<file path="src/rtl/fgr_pkg.sv">
package fgr_pkg;

    // ----------------------------------------------------------------
    // register bus
    // ----------------------------------------------------------------
    localparam int unsigned ADDR_W = 8;
    localparam int unsigned DATA_W = 32;
    localparam logic [7:0] ADDR_CURRENT_GAINS = 8'hF0;
    localparam logic [7:0] ADDR_SPEED_GAINS = 8'hF2;
    localparam logic [7:0] ADDR_MONITOR_CTRL = 8'hF4;
    localparam logic [31:0] UNMAPPED_READ = 32'h0000_0000;

    // ----------------------------------------------------------------
    // gain readback fields
    // ----------------------------------------------------------------
    localparam int unsigned GAIN_W = 10;
    localparam int unsigned GAIN_FIELD_W = 16;
    localparam int unsigned INTEGRAL_LSB = 16;
    localparam int unsigned PROPORTIONAL_LSB = 0;
    localparam logic [31:0] GAINS_RESET = 32'h0000_0000;

    // ----------------------------------------------------------------
    // monitor control fields
    // ----------------------------------------------------------------
    localparam int unsigned MULT_LSB = 17;
    localparam int unsigned MULT_MSB = 20;
    localparam int unsigned FRAC_LSB = 13;
    localparam int unsigned FRAC_MSB = 16;
    localparam int unsigned POLARITY_BIT = 12;
    localparam int unsigned POINTER_LSB = 0;
    localparam int unsigned POINTER_MSB = 11;
    localparam logic [31:0] MONITOR_CTRL_RESET = 32'h0011_0000;
    localparam logic [31:0] MONITOR_CTRL_WMASK = 32'h001F_FFFF;

    // ----------------------------------------------------------------
    // monitor conversion
    // ----------------------------------------------------------------
    localparam int unsigned VAR_W = 16;
    localparam int unsigned DAC_W = 12;
    localparam logic [11:0] DAC_MAX = 12'hFFF;
    localparam logic [11:0] DAC_MID = 12'h800;
    localparam logic [3:0] FRAC_ENUM_CODE = 4'h0;
    localparam logic [4:0] ENUM_MAX = 5'h1F;
    localparam int unsigned UNIPOLAR_SHIFT = 6;
    localparam int unsigned BIPOLAR_SHIFT = 7;

    // ----------------------------------------------------------------
    // timing
    // ----------------------------------------------------------------
    localparam int unsigned CLK_MHZ = 50;
    localparam int unsigned MON_UPDATE_NS = 1000;
    localparam int unsigned MON_UPDATE_CYCLES = (MON_UPDATE_NS * CLK_MHZ) / 1000;
    localparam int unsigned MON_CNT_W = 6;

    // ----------------------------------------------------------------
    // types
    // ----------------------------------------------------------------
    typedef struct packed {
        logic [9:0] integral;
        logic [9:0] proportional;
    } fgr_gain_pair_t;

    typedef struct packed {
        logic [3:0] power_multiplier;
        logic [3:0] fraction_scale;
        logic polarity_select;
        logic [11:0] variable_pointer;
    } fgr_monitor_ctrl_t;

endpackage

</file>
<file path="src/rtl/fgr_gain_capture.sv">
`timescale 1ns/1ns
`default_nettype none
module fgr_gain_capture
    import fgr_pkg::*;
(
    // clock and reset
    input wire logic i_clk_sys,
    input wire logic i_rst,
    // active gains from the loop
    input wire logic i_update,
    input wire fgr_gain_pair_t i_gains,
    // packed readback word
    output logic [31:0] o_word
);

    logic [31:0] word;
    logic [31:0] next_word;

    // place each 10-bit gain unchanged in its 16-bit field, upper bits zero
    always_comb begin
        next_word = word;
        if (i_update) begin
            next_word = GAINS_RESET;
            next_word[INTEGRAL_LSB +: GAIN_W] = i_gains.integral;
            next_word[PROPORTIONAL_LSB +: GAIN_W] = i_gains.proportional;
        end
    end

    // hold the last gains the loop reported
    always_ff @(posedge i_clk_sys) begin
        if (i_rst) begin
            word <= GAINS_RESET;
        end else begin
            word <= next_word;
        end
    end

    assign o_word = word;

endmodule
`default_nettype wire

</file>
<file path="src/rtl/fgr_monitor_scale.sv">
`timescale 1ns/1ns
`default_nettype none
module fgr_monitor_scale
    import fgr_pkg::*;
(
    // clock and reset
    input wire logic i_clk_sys,
    input wire logic i_rst,
    // update enable and settings
    input wire logic i_enable,
    input wire fgr_monitor_ctrl_t i_ctrl,
    // selected variable, normalised to its base value in q15
    input wire logic signed [15:0] i_variable,
    // dac code, 0 to full scale
    output logic [11:0] o_code
);

    logic [11:0] code;
    logic [11:0] next_code;
    logic signed [20:0] product;
    logic signed [20:0] shifted;
    logic signed [20:0] level;
    logic [4:0] enum_value;
    logic [19:0] enum_scaled;
    logic [20:0] enum_level;

    // work out the code that the current settings give
    always_comb begin
        product = i_variable * $signed({1'b0, i_ctrl.fraction_scale});
        if (i_ctrl.polarity_select) begin
            shifted = product >>> UNIPOLAR_SHIFT;
            level = shifted;
        end else begin
            shifted = product >>> BIPOLAR_SHIFT;
            level = shifted + $signed({9'h000, DAC_MID});
        end
        if (i_variable < 0) begin
            enum_value = 5'h00;
        end else if (i_variable > $signed({11'h000, ENUM_MAX})) begin
            enum_value = ENUM_MAX;
        end else begin
            enum_value = i_variable[4:0];
        end
        enum_scaled = {15'h0000, enum_value} << i_ctrl.power_multiplier;
        if (i_ctrl.polarity_select) begin
            enum_level = {1'b0, enum_scaled};
        end else begin
            enum_level = {1'b0, enum_scaled} + {9'h000, DAC_MID};
        end
        next_code = code;
        if (i_enable) begin
            if (i_ctrl.fraction_scale == FRAC_ENUM_CODE) begin
                // enumerated value times two to the multiplier
                if (enum_level > {9'h000, DAC_MAX}) begin
                    next_code = DAC_MAX;
                end else begin
                    next_code = enum_level[11:0];
                end
            end else if (level < 0) begin
                next_code = 12'h000;
            end else if (level > $signed({9'h000, DAC_MAX})) begin
                next_code = DAC_MAX;
            end else begin
                next_code = level[11:0];
            end
        end
    end

    // code register feeding the monitor converter
    always_ff @(posedge i_clk_sys) begin
        if (i_rst) begin
            code <= DAC_MID;
        end else begin
            code <= next_code;
        end
    end

    assign o_code = code;

endmodule
`default_nettype wire

</file>
<file path="src/rtl/fgr_register_bank.sv">
`timescale 1ns/1ns
`default_nettype none
module fgr_register_bank
    import fgr_pkg::*;
(
    // clock and reset
    input wire logic i_clk_sys,
    input wire logic i_rst,
    // register port
    input wire logic [7:0] i_addr,
    input wire logic [31:0] i_wdata,
    input wire logic i_wr,
    input wire logic i_rd,
    output logic [31:0] o_rdata,
    // active gains from the current and speed loops
    input wire logic i_current_gain_update,
    input wire fgr_gain_pair_t i_current_gains,
    input wire logic i_speed_gain_update,
    input wire fgr_gain_pair_t i_speed_gains,
    // first analog monitor
    input wire logic signed [15:0] i_monitor_variable,
    output logic [11:0] o_monitor_one_variable_pointer,
    output logic [11:0] o_analog_monitor_output_one,
    output logic o_monitor_update
);

    // ----------------------------------------------------------------
    // state
    // ----------------------------------------------------------------
    fgr_monitor_ctrl_t monitor_ctrl;
    fgr_monitor_ctrl_t next_monitor_ctrl;
    logic [31:0] rdata;
    logic [31:0] next_rdata;
    logic [5:0] update_count;
    logic [5:0] next_update_count;
    logic update_tick;
    logic [31:0] current_word;
    logic [31:0] speed_word;
    logic [31:0] monitor_word;
    logic [1:0] gain_update;
    fgr_gain_pair_t gain_in [2];
    logic [31:0] gain_word [2];

    // ----------------------------------------------------------------
    // gain readback
    // ----------------------------------------------------------------
    // channel 0 is the current loop, channel 1 the speed loop
    assign gain_update = {i_speed_gain_update, i_current_gain_update};
    assign gain_in[0] = i_current_gains;
    assign gain_in[1] = i_speed_gains;

    // gains pass through with no rescaling, so the encoding matches setup
    for (genvar ch = 0; ch < 2; ch++) begin : g_gain_channel
        fgr_gain_capture u_gains (
            .i_clk_sys(i_clk_sys),
            .i_rst(i_rst),
            .i_update(gain_update[ch]),
            .i_gains(gain_in[ch]),
            .o_word(gain_word[ch])
        );
    end

    // readback words by loop
    assign current_word = gain_word[0];
    assign speed_word = gain_word[1];

    // ----------------------------------------------------------------
    // monitor control register
    // ----------------------------------------------------------------
    // only the monitor control word is writable; other offsets drop writes
    always_comb begin
        next_monitor_ctrl = monitor_ctrl;
        if (i_wr && (i_addr == ADDR_MONITOR_CTRL)) begin
            next_monitor_ctrl.power_multiplier = i_wdata[MULT_MSB:MULT_LSB];
            next_monitor_ctrl.fraction_scale = i_wdata[FRAC_MSB:FRAC_LSB];
            next_monitor_ctrl.polarity_select = i_wdata[POLARITY_BIT];
            next_monitor_ctrl.variable_pointer = i_wdata[POINTER_MSB:POINTER_LSB];
        end
    end

    always_ff @(posedge i_clk_sys) begin
        if (i_rst) begin
            monitor_ctrl <= fgr_monitor_ctrl_t'(MONITOR_CTRL_RESET[20:0]);
        end else begin
            monitor_ctrl <= next_monitor_ctrl;
        end
    end

    // reserved bits 31-21 always read zero
    assign monitor_word = {11'h000, monitor_ctrl} & MONITOR_CTRL_WMASK;

    // ----------------------------------------------------------------
    // read path
    // ----------------------------------------------------------------
    // read data stand only in the cycle after the strobe
    always_comb begin
        next_rdata = UNMAPPED_READ;
        if (i_rd) begin
            case (i_addr)
                ADDR_CURRENT_GAINS: next_rdata = current_word;
                ADDR_SPEED_GAINS: next_rdata = speed_word;
                ADDR_MONITOR_CTRL: next_rdata = monitor_word;
                default: next_rdata = UNMAPPED_READ;
            endcase
        end
    end

    always_ff @(posedge i_clk_sys) begin
        if (i_rst) begin
            rdata <= UNMAPPED_READ;
        end else begin
            rdata <= next_rdata;
        end
    end

    assign o_rdata = rdata;

    // ----------------------------------------------------------------
    // monitor update rate
    // ----------------------------------------------------------------
    // one-cycle enable every update period refreshes the converter code
    always_comb begin
        update_tick = (update_count == 6'(MON_UPDATE_CYCLES - 1));
        if (update_tick) begin
            next_update_count = 6'h00;
        end else begin
            next_update_count = update_count + 6'h01;
        end
    end

    always_ff @(posedge i_clk_sys) begin
        if (i_rst) begin
            update_count <= 6'h00;
        end else begin
            update_count <= next_update_count;
        end
    end

    // ----------------------------------------------------------------
    // monitor conversion
    // ----------------------------------------------------------------
    // the variable arrives normalised to its base (current, speed, bus or
    // phase voltage), so one conversion serves every kind of quantity
    fgr_monitor_scale u_monitor_scale (
        .i_clk_sys(i_clk_sys),
        .i_rst(i_rst),
        .i_enable(update_tick),
        .i_ctrl(monitor_ctrl),
        .i_variable(i_monitor_variable),
        .o_code(o_analog_monitor_output_one)
    );

    assign o_monitor_one_variable_pointer = monitor_ctrl.variable_pointer;
    assign o_monitor_update = update_tick;

endmodule
`default_nettype wire

</file>
<file path="config.mk">
export PLATFORM = sky130hd
export DESIGN_NAME = fgr_register_bank
export DESIGN_NICKNAME = d
export VERILOG_FILES = /design/src/rtl/fgr_pkg.sv /design/src/rtl/fgr_gain_capture.sv /design/src/rtl/fgr_monitor_scale.sv /design/src/rtl/fgr_register_bank.sv
export SDC_FILE = /design/constraint.sdc
export NUM_CORES = 1
export LEC_CHECK = 0
export ABC_AREA = 1
export BUFFER_PORTS_ARGS = -buffer_cell sky130_fd_sc_hd__clkbuf_2
export CAP_MARGIN = 20
export CORE_MARGIN = 2
export CORE_UTILIZATION = 50
export DETAILED_ROUTE_END_ITERATION = 10
export PLACE_DENSITY = 0.74
export SLEW_MARGIN = 0
export SYNTH_ARGS = -nofsm -noshare
export SYNTH_HDL_FRONTEND = slang
export SYNTH_SLANG_ARGS = --single-unit
</file>
<file path="constraint.sdc">
create_clock -name i_clk_sys -period 5.3 [get_ports i_clk_sys]
set_clock_uncertainty 0.2 [all_clocks]
set_input_delay 1.06 -clock i_clk_sys [delete_from_list [all_inputs] [get_ports i_clk_sys]]
set_output_delay 1.06 -clock i_clk_sys [all_outputs]
set_load 0.05 [all_outputs]
</file>
==> metrics.txt, run 1 <==
# TYPE chip_impl_metric gauge
chip_impl_info{name="status",value="complete, no violations"} 1
chip_impl_metric{name="path_max_fanout",unit=""} 12
chip_impl_metric{name="synthesis.instances",unit=""} 1121
chip_impl_metric{name="total_iterations_of_the_first_detailed_routing_run",unit=""} 7
chip_impl_metric{name="p_leak",unit="nW"} 4.79
chip_impl_metric{name="asr_flop_ratio_synth",unit="%"} 0
chip_impl_info{name="critPathSlowestCell",value="sky130_fd_sc_hd__fa_1"} 1
chip_impl_metric{name="hold_viol_final",unit=""} 0
chip_impl_metric{name="cts_max_path_buffers",unit=""} 2
chip_impl_metric{name="timing.final.crit_share",unit="%"} 93.1
chip_impl_metric{name="overflow",unit=""} 0
chip_impl_metric{name="cts_repair_resize_count",unit=""} 0
chip_impl_metric{name="post_synth_edffs",unit=""} 0
chip_impl_metric{name="tritoncts_num_sinks",unit=""} 105
chip_impl_metric{name="drt_drc_violations_left",unit=""} 0
chip_impl_metric{name="yosys_warnings",unit=""} 0
chip_impl_metric{name="required",unit="ps"} 5390
chip_impl_metric{name="quantity_of_hold_fixing_buffers_added_after_cts",unit=""} 0
chip_impl_metric{name="totalPowerFinal",unit="W"} 0.00176
chip_impl_metric{name="area_of_the_core_region",unit="mm²"} 0.0151
chip_impl_metric{name="numPortBuffers",unit=""} 141
chip_impl_metric{name="synthesis.area",unit="mm²"} 0.00764
chip_impl_metric{name="critPathArrivalTime",unit="ps"} 5030
chip_impl_info{name="worstSetupEndpointType",value="register"} 1
chip_impl_info{name="most_used_cell_cp",value="sky130_fd_sc_hd__inv_1"} 1
chip_impl_metric{name="ant_nets",unit=""} 0
chip_impl_info{name="worstPathCellList",value="clkbuf_2 -> nand2_1 -> inv_1 -> ha_1 -> fa_1 -> inv_1 -> fa_1 -> inv_1 -> ha_1 -> a21oi_1 -> inv_1 -> a21oi_1 -> nand2_1 -> a21oi_1 -> o211ai_1 -> xor2_1 -> buf_4 -> o21bai_4 -> nand3_1 -> nand2_1 -> inv_1 -> a21oi_2"} 1
chip_impl_metric{name="cts_post_setup_buffers_inserted",unit=""} 0
chip_impl_metric{name="finalSetupTns",unit="ps"} 0
chip_impl_metric{name="post_route_cells_drive_above_1_share",unit="%"} 18.2
chip_impl_metric{name="pre_cts_ws",unit="ps"} 2.59
chip_impl_metric{name="clkSlewWorstSetupHoldPaths",unit="ps"} 70
chip_impl_metric{name="dp.final_hpwl",unit="mm"} 14.7
chip_impl_metric{name="pin_count_of_the_biggest_net_entering_global_routing",unit=""} 70
chip_impl_info{name="ys.flop_type",value="sky130_fd_sc_hd__dfxtp_1"} 1
chip_impl_metric{name="synth_sequential_area_ratio",unit="%"} 27.5
chip_impl_metric{name="htree_levels",unit=""} 3
chip_impl_info{name="crit_path_start_kind",value="input port"} 1
chip_impl_metric{name="num-fill-cells",unit=""} 1487
chip_impl_metric{name="drtIter0Drc",unit=""} 453
chip_impl_metric{name="max-cap-violations",unit=""} 0
chip_impl_metric{name="finalNonFillerCells",unit=""} 1425
chip_impl_metric{name="setup_slack",unit="ps"} 366
chip_impl_metric{name="max_freq",unit="GHz"} 0.203
chip_impl_metric{name="io-pin-count",unit=""} 159
chip_impl_metric{name="flow.area_growth_from_synthesis",unit="%"} 14.2
chip_impl_metric{name="floorplan_row_count",unit=""} 45
chip_impl_metric{name="die_height",unit="µm"} 128
chip_impl_info{name="timing.hold.worst.class",value="reg -> reg"} 1
chip_impl_info{name="cts_root_buf",value="sky130_fd_sc_hd__clkbuf_16"} 1
chip_impl_metric{name="timing.max_slew.rel_slack",unit="%"} 35.5
chip_impl_metric{name="detail_route.wirelength",unit="mm"} 18.8
chip_impl_metric{name="timing_max_transition_violations_final",unit=""} 0
chip_impl_metric{name="die_x",unit="µm"} 128
chip_impl_metric{name="num_vias",unit=""} 7244
chip_impl_metric{name="post_drt_via_cell_ratio",unit=""} 5.08
chip_impl_metric{name="timing.critical_path.slowest_cell_delay",unit="ps"} 550
chip_impl_metric{name="initial_core_util",unit="%"} 50.7
chip_impl_metric{name="finalSetupViolations",unit=""} 0
chip_impl_metric{name="layout_min_cycle_time",unit="ps"} 4930
chip_impl_metric{name="gp_routability_congestion",unit=""} 0.899
chip_impl_metric{name="power-per-cell-area",unit="mW/mm²"} 201
chip_impl_info{name="final_common_cell",value="sky130_fd_sc_hd__nand2_1"} 1
chip_impl_metric{name="fp.dieArea",unit="mm²"} 0.0163
chip_impl_metric{name="clock_latency",unit="ps"} 360
chip_impl_info{name="path_class",value="in -> reg"} 1
chip_impl_metric{name="syn-mean-instance-area",unit="µm²"} 6.82
chip_impl_metric{name="antenna_violations_before_repair",unit=""} 0
chip_impl_metric{name="count_of_inserted_antenna_diode_cells",unit=""} 0
chip_impl_metric{name="post_drt_wl_per_cell",unit="µm"} 13.2
chip_impl_info{name="rsz0062_at_grt",value="no"} 1
chip_impl_info{name="commonest_cells_after_routing_fill_and_taps_aside",value="sky130_fd_sc_hd__nand2_1 (233), sky130_fd_sc_hd__inv_1 (199), sky130_fd_sc_hd__clkbuf_2 (141)"} 1
chip_impl_metric{name="design.final.nets",unit=""} 1407
chip_impl_info{name="tritoncts_clock_tree",value="yes"} 1
chip_impl_metric{name="worstMarginPinSlew",unit="ps"} 959
chip_impl_metric{name="global_route.usage.total",unit="%"} 24.0
chip_impl_metric{name="dpl.cell_count",unit=""} 1409
chip_impl_metric{name="vdd_drop_max",unit="µV"} 221
chip_impl_metric{name="cts_made_buffers",unit=""} 9
chip_impl_metric{name="ys_seq_elements",unit=""} 105
chip_impl_metric{name="synth.lib_cells_used.distinct",unit=""} 46
chip_impl_metric{name="grt_pass1_vias",unit=""} 6864
chip_impl_metric{name="grt_pass1_wl",unit="mm"} 31.9
## area by class of cell
type | instances | area [µm²] | area share [%]
clock buffers | 10 | 239 | 2.74
clock inverters | 6 | 71.3 | 0.817
inverters | 205 | 769 | 8.81
multi-input cells | 751 | 4450 | 51.0
flip-flops and latches | 105 | 2100 | 24.1
well taps | 188 | 235 | 2.69
repair buffers | 160 | 861 | 9.86
## worst max-delay path, delay by kind of cell
family,cells,cell delay (ps)
fa+ha+maj,4,1710
compound gates,6,1120
buf+inv,7,550
simple gates,4,380
xor+xnor,1,170
## registers in the layout, summed over array words and instances, names as in the netlist
signal                          count
g_gain_channel.u_gains.o_word      40
u_monitor_scale.o_code             12
o_rdata                            26
o_monitor_one_variable_pointer     12
update_count                        6
monitor_ctrl                        9
## synthesized netlist by cell type (13+ instances only)
| cell type | n | area [µm²] |
|---|---|---|
| sky130_fd_sc_hd__nand2_1 | 233 | 875 |
| sky130_fd_sc_hd__inv_1 | 199 | 747 |
| sky130_fd_sc_hd__dfxtp_1 | 105 | 2100 |
| sky130_fd_sc_hd__nor2_1 | 99 | 372 |
| sky130_fd_sc_hd__o21ai_0 | 86 | 430 |
| sky130_fd_sc_hd__a21oi_1 | 72 | 360 |
| sky130_fd_sc_hd__nand3_1 | 63 | 315 |
| sky130_fd_sc_hd__ha_1 | 41 | 513 |
| sky130_fd_sc_hd__clkbuf_1 | 36 | 135 |
| sky130_fd_sc_hd__fa_1 | 32 | 641 |
| sky130_fd_sc_hd__buf_4 | 19 | 143 |
| sky130_fd_sc_hd__nand2_2 | 13 | 81.3 |
## power breakdown
group	switching (W)	internal [W]	total, W
registers	0.0000111	0.000812	0.000823
logic	0.000145	0.0000878	0.000233
clock network	0.000317	0.000385	0.000702
## worst paths after layout
path / slack (ps) / to / depth (start not counted) / startpoint
setup / recovery: 370 / u_monitor_scale.o_code[9] / 22 / i_monitor_variable[6]
hold / removal: 260 / g_gain_channel[1].u_gains.o_word[16] / 2 / g_gain_channel[1].u_gains.o_word[16]
setup reg to reg: 510 / u_monitor_scale.o_code[9] / 21 / monitor_ctrl[16]
hold reg to reg: 260 / g_gain_channel[1].u_gains.o_word[16] / 2 / g_gain_channel[1].u_gains.o_word[16]
## cells by family after synthesis
group	after synthesis	synth area share [%]
AOI/OAI and AO/OA	201	14.7
adders and majority gates	73	15.1
and+or+nand+nor	461	27.0
xor gates and xnor gates	10	1.15
DFF	105	27.5
buffers and inverters	270	14.6
other	1	0.0491
## layer usage
metal | wire length (µm) | track usage [%] | up-vias
li1 | - | - | 3725
met1 | 8500 | 31.8 | 3321
met2 | 8840 | 39.3 | 175
met3 | 1110 | 5.23 | 23
met4 | 320 | 7.24 | 0
met5 | 0 | 0 | -
## through the flow
step	hold WS, ps	utilization [%]	area (µm²)
2_1_floorplan	233	-	7660
3_3_place_gp	246	55.8	8420
3_5_place_dp	252	55.8	8420
4_1_cts	263	57.9	8730
5_1_grt	278	57.9	8730
6_report	261	57.9	8730
(Power assumes the default switching activity.)
==> run 2: changes to the inputs <==
CORE_ASPECT_RATIO = 0.6   (was not set)
==> run 2 against run 1 <==
  * Cell count grew 0.77%
  * Register-to-register slack lost 60 ps
  * Wire length grew 7.7%
  * Sequential power is essentially flat
==> metrics.txt, run 2 (synthesis gave the netlist of run 1 again) <==
# TYPE chip_impl_metric gauge
chip_impl_metric{name="detail_route.wirelength",unit="mm"} 20.2
chip_impl_info{name="timing.hold.worst.class",value="reg -> reg"} 1
chip_impl_info{name="rsz0062_at_grt",value="no"} 1
chip_impl_metric{name="cts_made_buffers",unit=""} 9
chip_impl_info{name="tritoncts_clock_tree",value="yes"} 1
chip_impl_metric{name="required",unit="ps"} 5370
chip_impl_info{name="commonest_cells_after_routing_fill_and_taps_aside",value="sky130_fd_sc_hd__nand2_1 (232), sky130_fd_sc_hd__inv_1 (199), sky130_fd_sc_hd__clkbuf_2 (141)"} 1
chip_impl_metric{name="ant_nets",unit=""} 0
chip_impl_metric{name="totalPowerFinal",unit="W"} 0.00179
chip_impl_info{name="critPathSlowestCell",value="sky130_fd_sc_hd__fa_1"} 1
chip_impl_metric{name="post_route_cells_drive_above_1_share",unit="%"} 18.5
chip_impl_metric{name="io-pin-count",unit=""} 159
chip_impl_metric{name="drt_drc_violations_left",unit=""} 0
chip_impl_metric{name="num_vias",unit=""} 7295
chip_impl_info{name="crit_path_start_kind",value="input port"} 1
chip_impl_metric{name="hold_viol_final",unit=""} 0
chip_impl_metric{name="cp_num_cells",unit=""} 25
chip_impl_info{name="final_common_cell",value="sky130_fd_sc_hd__nand2_1"} 1
chip_impl_info{name="most_used_cell_cp",value="sky130_fd_sc_hd__nand2_2"} 1
chip_impl_metric{name="quantity_of_hold_fixing_buffers_added_after_cts",unit=""} 0
chip_impl_metric{name="initial_core_util",unit="%"} 51.9
chip_impl_metric{name="overflow",unit=""} 0
chip_impl_metric{name="finalSetupTns",unit="ps"} 0
chip_impl_metric{name="cts_max_path_buffers",unit=""} 2
chip_impl_metric{name="finalSetupViolations",unit=""} 0
chip_impl_metric{name="count_of_inserted_antenna_diode_cells",unit=""} 0
chip_impl_metric{name="count_of_cells_along_the_worst_hold_path",unit=""} 2
chip_impl_metric{name="antenna_violations_before_repair",unit=""} 0
chip_impl_metric{name="timing.critical_path.slowest_cell_delay",unit="ps"} 550
chip_impl_metric{name="grt_pass1_vias",unit=""} 6697
chip_impl_metric{name="p_leak",unit="nW"} 4.80
chip_impl_metric{name="timing.final.crit_share",unit="%"} 94.0
chip_impl_metric{name="grt_pass1_wl",unit="mm"} 33.2
chip_impl_metric{name="post_drt_via_cell_ratio",unit=""} 5.08
chip_impl_metric{name="vdd_drop_max",unit="µV"} 177
chip_impl_metric{name="post_drt_wl_per_cell",unit="µm"} 14.1
chip_impl_info{name="path_class",value="in -> reg"} 1
chip_impl_metric{name="global_route.usage.total",unit="%"} 25.3
chip_impl_metric{name="total_iterations_of_the_first_detailed_routing_run",unit=""} 5
chip_impl_metric{name="worstMarginPinSlew",unit="ps"} 975
chip_impl_metric{name="htree_levels",unit=""} 3
chip_impl_metric{name="die_x",unit="µm"} 164
chip_impl_metric{name="clkSlewWorstSetupHoldPaths",unit="ps"} 70
chip_impl_metric{name="power-per-cell-area",unit="mW/mm²"} 204
chip_impl_info{name="cp_top_delay_family",value="adder cells"} 1
chip_impl_metric{name="drtIter0Drc",unit=""} 675
chip_impl_metric{name="cts_post_setup_buffers_inserted",unit=""} 0
chip_impl_metric{name="path_max_fanout",unit=""} 12
chip_impl_metric{name="fp.dieArea",unit="mm²"} 0.0163
chip_impl_metric{name="timing_max_transition_violations_final",unit=""} 0
chip_impl_metric{name="reg2reg_depth",unit=""} 24
chip_impl_metric{name="timing.max_slew.rel_slack",unit="%"} 34.9
chip_impl_metric{name="numPortBuffers",unit=""} 141
chip_impl_metric{name="area_of_the_core_region",unit="mm²"} 0.0147
chip_impl_metric{name="gp_routability_congestion",unit=""} 0.929
chip_impl_metric{name="tritoncts_num_sinks",unit=""} 105
chip_impl_metric{name="die_height",unit="µm"} 99.8
chip_impl_info{name="worstSetupEndpointType",value="register"} 1
chip_impl_metric{name="num-fill-cells",unit=""} 1464
chip_impl_metric{name="max_freq",unit="GHz"} 0.201
chip_impl_metric{name="largest_register_ff_count",unit=""} 40
chip_impl_metric{name="pin_count_of_the_biggest_net_entering_global_routing",unit=""} 70
chip_impl_metric{name="layout_min_cycle_time",unit="ps"} 4980
chip_impl_metric{name="floorplan_row_count",unit=""} 34
chip_impl_metric{name="cts_repair_resize_count",unit=""} 0
chip_impl_info{name="status",value="complete, no violations"} 1
chip_impl_metric{name="flow.area_growth_from_synthesis",unit="%"} 14.7
chip_impl_metric{name="clock_latency",unit="ps"} 340
chip_impl_metric{name="max-cap-violations",unit=""} 0
chip_impl_metric{name="path_buf_inv",unit=""} 5
chip_impl_metric{name="design.final.nets",unit=""} 1408
chip_impl_metric{name="dp.final_hpwl",unit="mm"} 16.0
chip_impl_metric{name="critPathArrivalTime",unit="ps"} 5050
chip_impl_info{name="cts_root_buf",value="sky130_fd_sc_hd__clkbuf_16"} 1
## run 2: changes by cell type in the layout (fill, tap and decap cells not counted), sizes merged
cell    change
clkinv      -1
bufinv      +1
inv         -1
clkbuf      +1
buf         +1
## run 2: metal layers
layer | vias to the layer above | track usage, % | part of all wire, % | wire, µm
li1 | 3726 | - | - | -
met1 | 3283 | 41.2 | 53 | 10800
met2 | 282 | 33.7 | 37 | 7560
met3 | 4 | 6.36 | 9.0 | 1820
met4 | 0 | 2.63 | 0.23 | 47
met5 | - | 0 | 0 | 0
## run 2: where the power goes
| part | switching [W] | internal, W | total [W] |
|---|---|---|---|
| logic | 0.000151 | 0.0000868 | 0.000237 |
| clock network | 0.000298 | 0.000431 | 0.000729 |
| registers | 0.0000113 | 0.000812 | 0.000823 |
| total | 0.000460 | 0.00133 | 0.00179 |
## run 2: through the flow
step	setup WS, ps	util (%)	hold slack, ps	instances	cell area (µm²)
2_1_floorplan	526	-	233	1126	7660
3_3_place_gp	12.7	57.3	247	1420	8430
3_5_place_dp	-62.9	57.3	249	1420	8430
4_1_cts	294	59.5	260	1436	8760
5_1_grt	66.0	59.6	276	1436	8770
6_report	318	59.6	258	1436	8770
## run 2: area by class of cell
| cell class | instances | area [µm²] | area share [%] |
|---|---|---|---|
| well taps | 198 | 248 | 2.83 |
| clock inverters | 5 | 85.1 | 0.970 |
| multi-input cells | 751 | 4460 | 50.9 |
| repair buffers | 161 | 856 | 9.76 |
| inverters | 205 | 769 | 8.78 |
| clock buffers | 11 | 243 | 2.77 |
| flip-flops and latches | 105 | 2100 | 24.0 |
## run 2: worst paths after layout
| kind | slack [ps] | start | endpoint |
|---|---|---|---|
| hold / removal | 260 | g_gain_channel[1].u_gains.o_word[24] | o_rdata[24] |
| setup / recovery | 320 | i_monitor_variable[4] | u_monitor_scale.o_code[9] |
| setup reg to reg | 450 | monitor_ctrl[16] | u_monitor_scale.o_code[9] |
| hold reg to reg | 260 | g_gain_channel[1].u_gains.o_word[24] | o_rdata[24] |
## run 2: worst reg2reg max path, stage by stage, from the launching register on
cell and delay, ps:
sky130_fd_sc_hd__dfxtp_1 690, sky130_fd_sc_hd__nand2_1 110, sky130_fd_sc_hd__inv_1 70, sky130_fd_sc_hd__ha_1 240, sky130_fd_sc_hd__fa_1 550, sky130_fd_sc_hd__inv_1 60, sky130_fd_sc_hd__fa_1 530, sky130_fd_sc_hd__inv_1 40
sky130_fd_sc_hd__ha_1 340, sky130_fd_sc_hd__a21oi_1 240, sky130_fd_sc_hd__o21ai_0 190, sky130_fd_sc_hd__o21bai_4 220, sky130_fd_sc_hd__nand2_2 70, sky130_fd_sc_hd__nand2_2 60, sky130_fd_sc_hd__nand2_2 60, sky130_fd_sc_hd__nand2_2 70
sky130_fd_sc_hd__nand2_2 110, sky130_fd_sc_hd__nand2_1 50, sky130_fd_sc_hd__nand2_1 90, sky130_fd_sc_hd__nand3_2 100, sky130_fd_sc_hd__o21bai_4 300, sky130_fd_sc_hd__nand3_1 130, sky130_fd_sc_hd__nand2_1 80, sky130_fd_sc_hd__inv_1 60
sky130_fd_sc_hd__a21oi_2 130
